--- config.mk ---
export PLATFORM = sky130hd
export DESIGN_NAME = adaptive_sample_record_builder
export DESIGN_NICKNAME = d
export VERILOG_FILES = /design/src/adaptive_sample_record_builder.v /design/src/record_layout.v
export VERILOG_INCLUDE_DIRS = /design/src
export SDC_FILE = /design/constraint.sdc
export NUM_CORES = 1
export LEC_CHECK = 0
export ABC_AREA = 1
export BUFFER_PORTS_ARGS = -buffer_cell sky130_fd_sc_hd__clkbuf_2
export CAP_MARGIN = 15
export CORE_AREA = 5 5 143 247
export CTS_CLUSTER_DIAMETER = 120
export DETAILED_ROUTE_END_ITERATION = 7
export DIE_AREA = 0 0 148 252
export GPL_TIMING_DRIVEN = 0
export HOLD_SLACK_MARGIN = 0.12
export PLACE_DENSITY_LB_ADDON = 0.15
export SYNTH_ARGS = -nofsm -noshare
export SYNTH_HDL_FRONTEND = slang
export SYNTH_SLANG_ARGS = --single-unit
--- constraint.sdc ---
create_clock -name hclk -period 3.97 [get_ports hclk]
set_input_delay 0.9925 -clock hclk [delete_from_list [all_inputs] [get_ports hclk]]
set_output_delay 0.9925 -clock hclk [all_outputs]
set_load 0.02 [all_outputs]
--- src/record_builder_consts.vh ---
// Constants shared by the sample record builder and its layout helper.
// Assumes inclusion by bare name from files in the same folder.
`ifndef RECORD_BUILDER_CONSTS_VH
`define RECORD_BUILDER_CONSTS_VH

// ==========================================================
// Register byte addresses (low address bits only)
`define ADDR_W 8
`define REG_CFG 8'h00
`define REG_CTRL 8'h04
`define REG_STATUS 8'h08
`define REG_MASK 8'h0C
`define REG_INFO 8'h10

// ==========================================================
// Configuration register fields
`define CFG_MEM 0
`define CFG_GPR 1
`define CFG_VEC 2
`define CFG_HIST 3
`define CFG_GRP_HI 3
`define CFG_RSV_HI 23
`define CFG_RSV_LO 4
`define CFG_CNT_HI 31
`define CFG_CNT_LO 24
`define CFG_RESET 32'h0000_0000
`define CFG_WR_MASK 32'hFF00_000F

// Control register: performance monitoring available flag
`define CTRL_PERF 0
`define STAT_BITS 3
`define STAT_DONE 0
`define STAT_FAULT 1
`define STAT_DROP 2
`define INFO_BUSY 31

// ==========================================================
// Record layout, in 64-bit words
`define WORD_CNT_W 11
`define BASIC_WORDS 11'h004
`define MEM_WORDS 11'h004
`define GPR_WORDS 11'h012
`define VEC_WORDS 11'h020
`define HIST_FIELDS 2'h2
`define GPR_LEGACY_LO 11'h002
`define GPR_EXT_LO 11'h00A
`define VEC_EXT_LO 11'h010
`define SIZE_HI 63
`define SIZE_LO 48
`define BYTE_SHIFT 3

// Group codes on the source read port
`define GRP_BASIC 3'h0
`define GRP_MEM 3'h1
`define GRP_GPR 3'h2
`define GRP_VEC 3'h3
`define GRP_HIST 3'h4

// ==========================================================
// Implementation: history depth and supported features
`define HIST_ENTRIES 8'h20
`define HAS_MEM 1'b1
`define HAS_GPR 1'b1
`define HAS_VEC 1'b1
`define HAS_HIST 1'b1

`endif

--- src/adaptive_sample_record_builder.v ---
// Adaptive sample record builder: AHB-Lite register slave plus a word
// streamer that packs the selected groups into a record for the buffer.
// Assumes the core answers src_data in the same cycle as src_group/index.
//
// Overview of operation
// [RULE_01] Basic group always first, four words
// [RULE_02] Config bit 0 adds memory group
// [RULE_03] Config bit 1 adds general registers
// [RULE_04] Config bit 2 adds sixteen vector registers
// [RULE_05] Config bit 3 adds branch history entries
// [RULE_06] Entry is source, destination, info words
// [RULE_07] Entry count is field 31:24 plus one
// [RULE_08] Software should program odd entry counts
// [RULE_09] Walk from top entry to older ones
// [RULE_10] Entry index wraps modulo implemented entries
// [RULE_11] Reserved config bit written raises fault
// [RULE_12] Config writes ignored while monitoring unavailable
// [RULE_13] Fixed order basic, memory, registers, vector, history
// [RULE_14] Omitted groups leave no gap
// [RULE_15] Unsupported features emit zero fields
// [RULE_16] Outside long mode zero upper register halves
// [RULE_17] Vector group zero when extensions disabled
// [RULE_18] Size field holds emitted byte length
`timescale 1ns/1ps
`default_nettype none
`include "record_builder_consts.vh"

module adaptive_sample_record_builder (
    input wire hclk,
    input wire hresetn,
    input wire hsel,
    input wire [31:0] haddr,
    input wire [1:0] htrans,
    input wire hwrite,
    input wire [2:0] hsize,
    input wire [31:0] hwdata,
    input wire hready,
    output wire hreadyout,
    output wire hresp,
    output reg [31:0] hrdata,
    input wire sample_req,
    input wire [7:0] history_top_index,
    input wire long_mode,
    input wire vec_enable,
    output wire [2:0] src_group,
    output wire [7:0] src_index,
    output wire [1:0] src_field,
    input wire [63:0] src_data,
    output reg rec_valid_r,
    output reg [63:0] rec_data_r,
    output reg rec_last_r,
    input wire rec_ready,
    output wire irq
);
    // ==========================================================
    // State codes
    localparam ST_IDLE = 1'b0;
    localparam ST_EMIT = 1'b1;

    // ==========================================================
    // Register bus state
    reg wr_pend_r; // Write data phase pending
    reg [7:0] addr_r; // Address captured in address phase
    reg [31:0] cfg_r; // Group selection and entry count
    reg ctrl_r; // Performance monitoring available
    reg [2:0] status_r; // Sticky events
    reg [2:0] mask_r; // Interrupt enables
    reg [15:0] last_size_r; // Byte size of the last finished record

    // Streamer state
    reg state_r;
    reg [31:0] cfg_act_r; // Snapshot so a write cannot tear a record
    reg [10:0] word_r; // Word cursor within the record
    reg [7:0] hist_idx_r; // Entry being emitted
    reg [1:0] sub_r; // Field within the entry

    // ==========================================================
    // Layout of the active record
    wire [10:0] mem_start;
    wire [10:0] gpr_start;
    wire [10:0] vec_start;
    wire [10:0] hist_start;
    wire [10:0] total_words;
    wire [15:0] size_bytes;

    record_layout u_layout (
        .groups(cfg_act_r[`CFG_GRP_HI:0]),
        .hist_cnt_m1(cfg_act_r[`CFG_CNT_HI:`CFG_CNT_LO]),
        .mem_start(mem_start),
        .gpr_start(gpr_start),
        .vec_start(vec_start),
        .hist_start(hist_start),
        .total_words(total_words)
    );

    assign size_bytes = {2'h0, total_words, `BYTE_SHIFT'h0}; // RULE_18

    // ==========================================================
    // Group that owns a word position; empty groups have zero span
    function [2:0] grp_of;
        input [10:0] w;
        input [10:0] m;
        input [10:0] g;
        input [10:0] v;
        input [10:0] h;
        begin
            if (w < m) begin
                grp_of = `GRP_BASIC;
            end else if (w < g) begin
                grp_of = `GRP_MEM;
            end else if (w < v) begin
                grp_of = `GRP_GPR;
            end else if (w < h) begin
                grp_of = `GRP_VEC;
            end else begin
                grp_of = `GRP_HIST;
            end
        end
    endfunction

    wire [2:0] cur_grp; // Group of the word at the cursor
    assign cur_grp = grp_of(word_r, mem_start, gpr_start, vec_start,
        hist_start); // RULE_13 RULE_14

    // Word index within the current group
    reg [10:0] gidx;
    always @* begin
        case (cur_grp)
            `GRP_MEM: gidx = word_r - mem_start;
            `GRP_GPR: gidx = word_r - gpr_start;
            `GRP_VEC: gidx = word_r - vec_start;
            `GRP_HIST: gidx = word_r - hist_start;
            default: gidx = word_r;
        endcase
    end

    // ==========================================================
    // Source read port; vector registers are two words, low first
    assign src_group = cur_grp;
    assign src_index = (cur_grp == `GRP_HIST) ? hist_idx_r :
        (cur_grp == `GRP_VEC) ? {3'h0, gidx[5:1]} : gidx[7:0];
    assign src_field = (cur_grp == `GRP_HIST) ? sub_r :
        (cur_grp == `GRP_VEC) ? {1'b0, gidx[0]} : 2'h0; // RULE_06

    // ==========================================================
    // Word shaping: zero fill for absent features and narrow modes
    reg [63:0] word_val;
    always @* begin
        word_val = 64'h0;
        case (cur_grp)
            `GRP_BASIC: begin
                if (gidx == 11'h000) begin
                    // Format carries the active selection
                    word_val[`SIZE_HI:`SIZE_LO] = size_bytes; // RULE_18
                    word_val[31:0] = cfg_act_r; // RULE_01
                end else begin
                    word_val = src_data; // RULE_01
                end
            end
            `GRP_MEM: begin
                word_val = `HAS_MEM ? src_data : 64'h0; // RULE_02 RULE_15
            end
            `GRP_GPR: begin
                if (!`HAS_GPR) begin
                    word_val = 64'h0; // RULE_15
                end else if (long_mode) begin
                    word_val = src_data; // RULE_03
                end else if (gidx >= `GPR_EXT_LO) begin
                    word_val = 64'h0; // RULE_16
                end else if (gidx >= `GPR_LEGACY_LO) begin
                    word_val = {32'h0, src_data[31:0]}; // RULE_16
                end else begin
                    word_val = src_data; // RULE_03
                end
            end
            `GRP_VEC: begin
                if (!`HAS_VEC || !vec_enable) begin
                    word_val = 64'h0; // RULE_15 RULE_17
                end else if (!long_mode && gidx >= `VEC_EXT_LO) begin
                    word_val = 64'h0; // Upper eight absent in narrow mode
                end else begin
                    word_val = src_data; // RULE_04
                end
            end
            `GRP_HIST: begin
                word_val = `HAS_HIST ? src_data : 64'h0; // RULE_05 RULE_15
            end
            default: begin
                word_val = 64'h0;
            end
        endcase
    end

    // ==========================================================
    // Streamer: one word per accepted slot of the output register
    wire load; // Output register free to take the next word
    wire last_word;
    wire start;
    assign load = (state_r == ST_EMIT) && (!rec_valid_r || rec_ready);
    assign last_word = (word_r == total_words - 11'h001);
    assign start = sample_req && (state_r == ST_IDLE);

    always @(posedge hclk or negedge hresetn) begin
        if (!hresetn) begin
            state_r <= ST_IDLE;
            cfg_act_r <= `CFG_RESET;
            word_r <= 11'h000;
            hist_idx_r <= 8'h00;
            sub_r <= 2'h0;
            rec_valid_r <= 1'b0;
            rec_data_r <= 64'h0;
            rec_last_r <= 1'b0;
            last_size_r <= 16'h0;
        end else begin
            if (rec_valid_r && rec_ready && !load) begin
                rec_valid_r <= 1'b0;
            end
            case (state_r)
                ST_IDLE: begin
                    if (start) begin
                        cfg_act_r <= cfg_r;
                        word_r <= 11'h000;
                        hist_idx_r <= history_top_index; // RULE_09
                        sub_r <= 2'h0;
                        state_r <= ST_EMIT;
                    end
                end
                ST_EMIT: begin
                    if (load) begin
                        rec_valid_r <= 1'b1;
                        rec_data_r <= word_val;
                        rec_last_r <= last_word;
                        word_r <= word_r + 11'h001;
                        if (cur_grp == `GRP_HIST) begin
                            if (sub_r == `HIST_FIELDS) begin
                                sub_r <= 2'h0;
                                // Next older entry, wrapping at zero
                                if (hist_idx_r == 8'h00) begin
                                    hist_idx_r <=
                                        `HIST_ENTRIES - 8'h01; // RULE_10
                                end else begin
                                    hist_idx_r <=
                                        hist_idx_r - 8'h01; // RULE_09
                                end
                            end else begin
                                sub_r <= sub_r + 2'h1; // RULE_06
                            end
                        end
                        if (last_word) begin
                            last_size_r <= size_bytes;
                            state_r <= ST_IDLE;
                        end
                    end
                end
                default: begin
                    state_r <= ST_IDLE;
                end
            endcase
        end
    end

    // ==========================================================
    // AHB-Lite slave: zero wait states, always OKAY
    wire acc; // Valid address phase for this slave
    assign acc = hsel && hready && htrans[1];
    assign hreadyout = 1'b1;
    assign hresp = 1'b0;

    always @(posedge hclk or negedge hresetn) begin
        if (!hresetn) begin
            wr_pend_r <= 1'b0;
            addr_r <= 8'h00;
        end else begin
            if (hready) begin
                wr_pend_r <= acc && hwrite;
            end
            if (acc) begin
                addr_r <= haddr[7:0];
            end
        end
    end

    // Write decode in the data phase
    wire cfg_wr;
    wire cfg_bad;
    wire cfg_take;
    assign cfg_wr = wr_pend_r && (addr_r == `REG_CFG) && ctrl_r; // RULE_12
    assign cfg_bad = |hwdata[`CFG_RSV_HI:`CFG_RSV_LO]; // RULE_11
    assign cfg_take = cfg_wr && !cfg_bad;

    // Events; a faulting write leaves the configuration untouched
    wire [2:0] evt;
    assign evt[`STAT_DONE] = load && last_word;
    assign evt[`STAT_FAULT] = cfg_wr && cfg_bad; // RULE_11
    assign evt[`STAT_DROP] = sample_req && (state_r != ST_IDLE);

    wire [2:0] w1c; // Write one to clear
    assign w1c = (wr_pend_r && (addr_r == `REG_STATUS)) ?
        hwdata[2:0] : 3'h0;

    // Register file; a set in the clearing cycle still wins
    always @(posedge hclk or negedge hresetn) begin
        if (!hresetn) begin
            cfg_r <= `CFG_RESET;
            ctrl_r <= 1'b0;
            status_r <= 3'h0;
            mask_r <= 3'h0;
        end else begin
            if (cfg_take) begin
                cfg_r <= hwdata & `CFG_WR_MASK; // RULE_07
            end
            if (wr_pend_r && (addr_r == `REG_CTRL)) begin
                ctrl_r <= hwdata[`CTRL_PERF];
            end
            if (wr_pend_r && (addr_r == `REG_MASK)) begin
                mask_r <= hwdata[2:0];
            end
            status_r <= (status_r & ~w1c) | evt;
        end
    end

    assign irq = |(status_r & mask_r);

    // Read mux in the data phase; unmapped reads return zero
    always @* begin
        case (addr_r)
            `REG_CFG: hrdata = cfg_r;
            `REG_CTRL: hrdata = {31'h0, ctrl_r};
            `REG_STATUS: hrdata = {29'h0, status_r};
            `REG_MASK: hrdata = {29'h0, mask_r};
            `REG_INFO: hrdata = {state_r, 15'h0, last_size_r};
            default: hrdata = 32'h0;
        endcase
    end
endmodule
`default_nettype wire

--- src/record_layout.v ---
// Start word of each record group and total record length in words.
// Assumes the group enables and entry count of the active configuration.
`timescale 1ns/1ps
`default_nettype none
`include "record_builder_consts.vh"

module record_layout (
    input wire [3:0] groups,
    input wire [7:0] hist_cnt_m1,
    output wire [10:0] mem_start,
    output wire [10:0] gpr_start,
    output wire [10:0] vec_start,
    output wire [10:0] hist_start,
    output wire [10:0] total_words
);
    // ==========================================================
    // Group sizes
    wire [10:0] n_entries; // Entry field plus one
    wire [10:0] hist_words; // Three words per entry
    assign n_entries = {3'h0, hist_cnt_m1} + 11'h001; // RULE_07
    assign hist_words = groups[`CFG_HIST] ?
        ({n_entries[9:0], 1'b0} + n_entries) : 11'h000; // RULE_05 RULE_06

    // ==========================================================
    // Omitted groups take no room, so starts simply accumulate
    assign mem_start = `BASIC_WORDS; // RULE_01
    assign gpr_start = mem_start +
        (groups[`CFG_MEM] ? `MEM_WORDS : 11'h000); // RULE_13 RULE_14
    assign vec_start = gpr_start +
        (groups[`CFG_GPR] ? `GPR_WORDS : 11'h000); // RULE_13 RULE_14
    assign hist_start = vec_start +
        (groups[`CFG_VEC] ? `VEC_WORDS : 11'h000); // RULE_13 RULE_14
    assign total_words = hist_start + hist_words; // RULE_18
endmodule
`default_nettype wire

==> results.tsv <==
stage	metric	value	unit
clock_tree	Clk pin slew, worst setup/hold paths	70	ps
global_routing	gr ovfl total	0	
clock_tree	Clock Path Buffers	2	
placement	Port Buffers	223	
detailed_routing	Detail Route Antenna Nets	0	
critical_path	R2R cell count	30	
synth	flops & latches, synth	139	
synth	count leader, synth	nand2_1	
critical_path	startpoint types	flip-flop	
timing	worst hold slack	470	ps
clock_tree	clk_lat worst skew	440	ps
detailed_routing	DRT Pass-1 Iters	5	
global_routing	Most Crowded Layer GR	met2	
layout	Final nets	1801	
synth	Primary FF master, synth	dfrtp_1	
placement	GPL Wtd Cong	0.908	
timing	worst-margin pin slew	817	ps
timing	Rel. slew slack	45.6	%
pwr	Power Density	772	nW/µm²
outcome	violated checks	negative setup slack	
outcome	status	complete, but fails checks	
detailed_routing	vias per std cell	4.77	
run	max_cap viols	0	
pwr	leakage power	0.00669	µW
critical_path	most frequent CP cell	nand2_2	
floorplanning	Core Region	32900	µm²
critical_path	CP Capture Type	flip-flop	
clock_tree	clock sinks	139	
synth	top cells by area, synth	dfrtp_1, nand2_1, nand3_1	
global_routing	vias in the first global route	10000	
critical_path	Critical Path RT	4280	ps
layout	area grow syn2layout	33.9	%
floorplanning	initial core utilization	28.6	%
clock_tree	H-tree Lvls	4	
timing	fin. max-slew vios	0	
timing	Max Freq	247	MHz
placement	placed wire-length estimate	27600	µm
layout	final core utilization	38.3	%
timing	Worst Slack Setup Final	-79.5	ps
floorplanning	I/O pin cnt	264	
hold_path	Hold Path Class	primary input to asynchronous set/reset pin	
layout	Design Area, Final	12600	µm²
timing	Worst Skew	16.6	ps
timing	RSZ-0062 raised after global routing	yes	
global_routing	met3 track demand over resource	3.52	%
synth	share of Yosys cell area claimed by the top area cell type	37.0	%
global_routing	initial antenna violation count	1	
global_routing	first-pass GRT wire length	53500	µm
synth	most frequent cells after synthesis	nand2_1, inv_1, dfrtp_1, nand3_1, nor2_1	
layout	layout cell share with drive strength beyond 1	31.4	%
synth	synthesized cell area	9410	µm²
critical_path	Arr. time, crit path	4360	ps
detailed_routing	detailed-route wire length	35100	µm
floorplanning	chip height	252	µm
global_routing	Total GRT Usage	18.5	%
placement	Placement Cell Area	11100	µm²
synth	post-synthesis sequential area ratio	37.0	%
floorplanning	# rows	88	
critical_path	CP Class	flip-flop to flip-flop	
synth	Mean Syn Cell Area	7.13	µm²
critical_path	slowest stage delay, CP	440	ps
synth	Synth Instances	1320	
floorplanning	Die Footprint	37300	µm²
critical_path	Critical Path Fanout Max	6	
detailed_routing	drt drc	0	
synth	YS warnings	0	
clock_tree	CTS Hold Bufs	0	
clock_tree	cell at the root of the clock tree	clkbuf_16	
timing	fin crit share	102	%
timing	Fin. Hold Viols	0	
timing	# setup viols final	14	
layout	Fill cells	3551	
floorplanning	Die W	148	µm
clock_tree	CTS tree	done	
synth	ys async rst share	100	%
critical_path	slowest stage cell, crit path	dfrtp_2	
global_routing	M2 GR Usage	37.1	%
clock_tree	total CTS buffers	17	
global_routing	met1 Use GR	17.8	%
detailed_routing	Starting DRT DRC Count	407	
synth	distinct cell type count after synthesis	47	
detailed_routing	via total after detailed routing	9738	
pwr	worst vdd ir	0.546	mV
timing	Tmin final	4050	ps
global_routing	pin count of the biggest net entering global routing	103	
detailed_routing	drt wl/cell	17.2	µm
synth	dominant cell type by area after synthesis	dfrtp_1	
synth	EDFF count, synth	0	
[where the power goes]
group	total, µW	switching (µW)	internal, µW
logic	5950	3950	2000
clock network	1650	637	1020
registers	2130	273	1850
total	9730	4860	4870
[final timing paths]
path,from,slack [ps],endpoint
max,cfg_act_r[24],-80,state_r
min,hresetn,470,addr_r[0]
max reg2reg,cfg_act_r[24],-80,state_r
min reg2reg,last_size_r[12],470,last_size_r[12]
max in group asynchronous,hresetn,2620,word_r[5]
min in group hclk,last_size_r[12],470,last_size_r[12]
[cell families after synthesis]
family | count (synthesis) | share of synthesized area, %
other | 2 | 0.0798
xor gates and xnor gates | 25 | 2.33
buffers and inverters | 218 | 10.1
adders and majority gates | 30 | 4.23
DFF | 139 | 37.0
AOI/OAI and AO/OA | 150 | 9.18
and+or+nand+nor | 740 | 35.2
muxes | 16 | 1.92
[cell type report]
type / instances / area, µm² / area share [%]
timing repair buffer: 272 / 1550 / 12.3
multi-input combinational: 973 / 5460 / 43.4
antenna: 2 / 5.00 / 0.0397
buffer: 57 / 364 / 2.89
tap: 405 / 507 / 4.02
clock buffer: 20 / 457 / 3.63
clock inverter: 11 / 144 / 1.14
inverter: 161 / 626 / 4.97
sequential: 139 / 3490 / 27.7
[timing repair]
item | CTS | global route
cloned | 0 | 1
endpoints found under the setup margin | 36 | 21
setup buffers | 11 | 36
pin swaps | 12 | 52
gates resized for setup | 48 | 113
[worst max-delay path: cells and delay by family (launching register included)]
| kind | cells | cell delay (ps) |
|---|---|---|
| AO/OA/AOI/OAI | 2 | 360 |
| buffers and inverters | 3 | 260 |
| flip-flops | 1 | 440 |
| adder cells (fa/ha/maj) | 2 | 640 |
| AND/OR/NAND/NOR | 22 | 2030 |
| XOR/XNOR | 1 | 160 |
[layout by cell type (no fill, tap or decap), drive strengths merged, types with 8 or more instances in the layout]
cell and count:
nor3 11, buf 85, clkbuf 264, inv 159, conb 12, a22oi 10
mux2 16, nand3 162, a21oi 46, o21ai 64, nor2 119, nand2 409
dfrtp 139, ha 27, clkinv 8, xor2 19, nor4 8, nand4 25
[sequential cells by signal, indices dropped and copies added (netlist names)]
name         flops
wr_pend_r        1
mask_r           3
hist_idx_r       8
status_r         3
cfg_act_r       12
rec_last_r       1
last_size_r     11
rec_valid_r      1
state_r          1
word_r          11
sub_r            2
rec_data_r      64
cfg_r           12
ctrl_r           1
addr_r           8
[routing by layer]
| layer | wire, µm | share of wire, % |
|---|---|---|
| met5 | 0 | 0 |
| met4 | 976 | 2.8 |
| met2 | 20400 | 58 |
| met3 | 1350 | 3.8 |
| met1 | 12400 | 35 |
[through the flow]
stage,std cells,setup WS (ps),TNS [ps],total power [µW]
floorplan,1330,358,0,5890
global placement,1958,-779,-111440,7590
detailed placement,1959,-630,-7670,7630
CTS,2001,-12.7,-12.7,9460
global route,2039,-299,-4060,10500
finish,2040,-79.5,-824,9730
(Power assumes the default switching activity.)
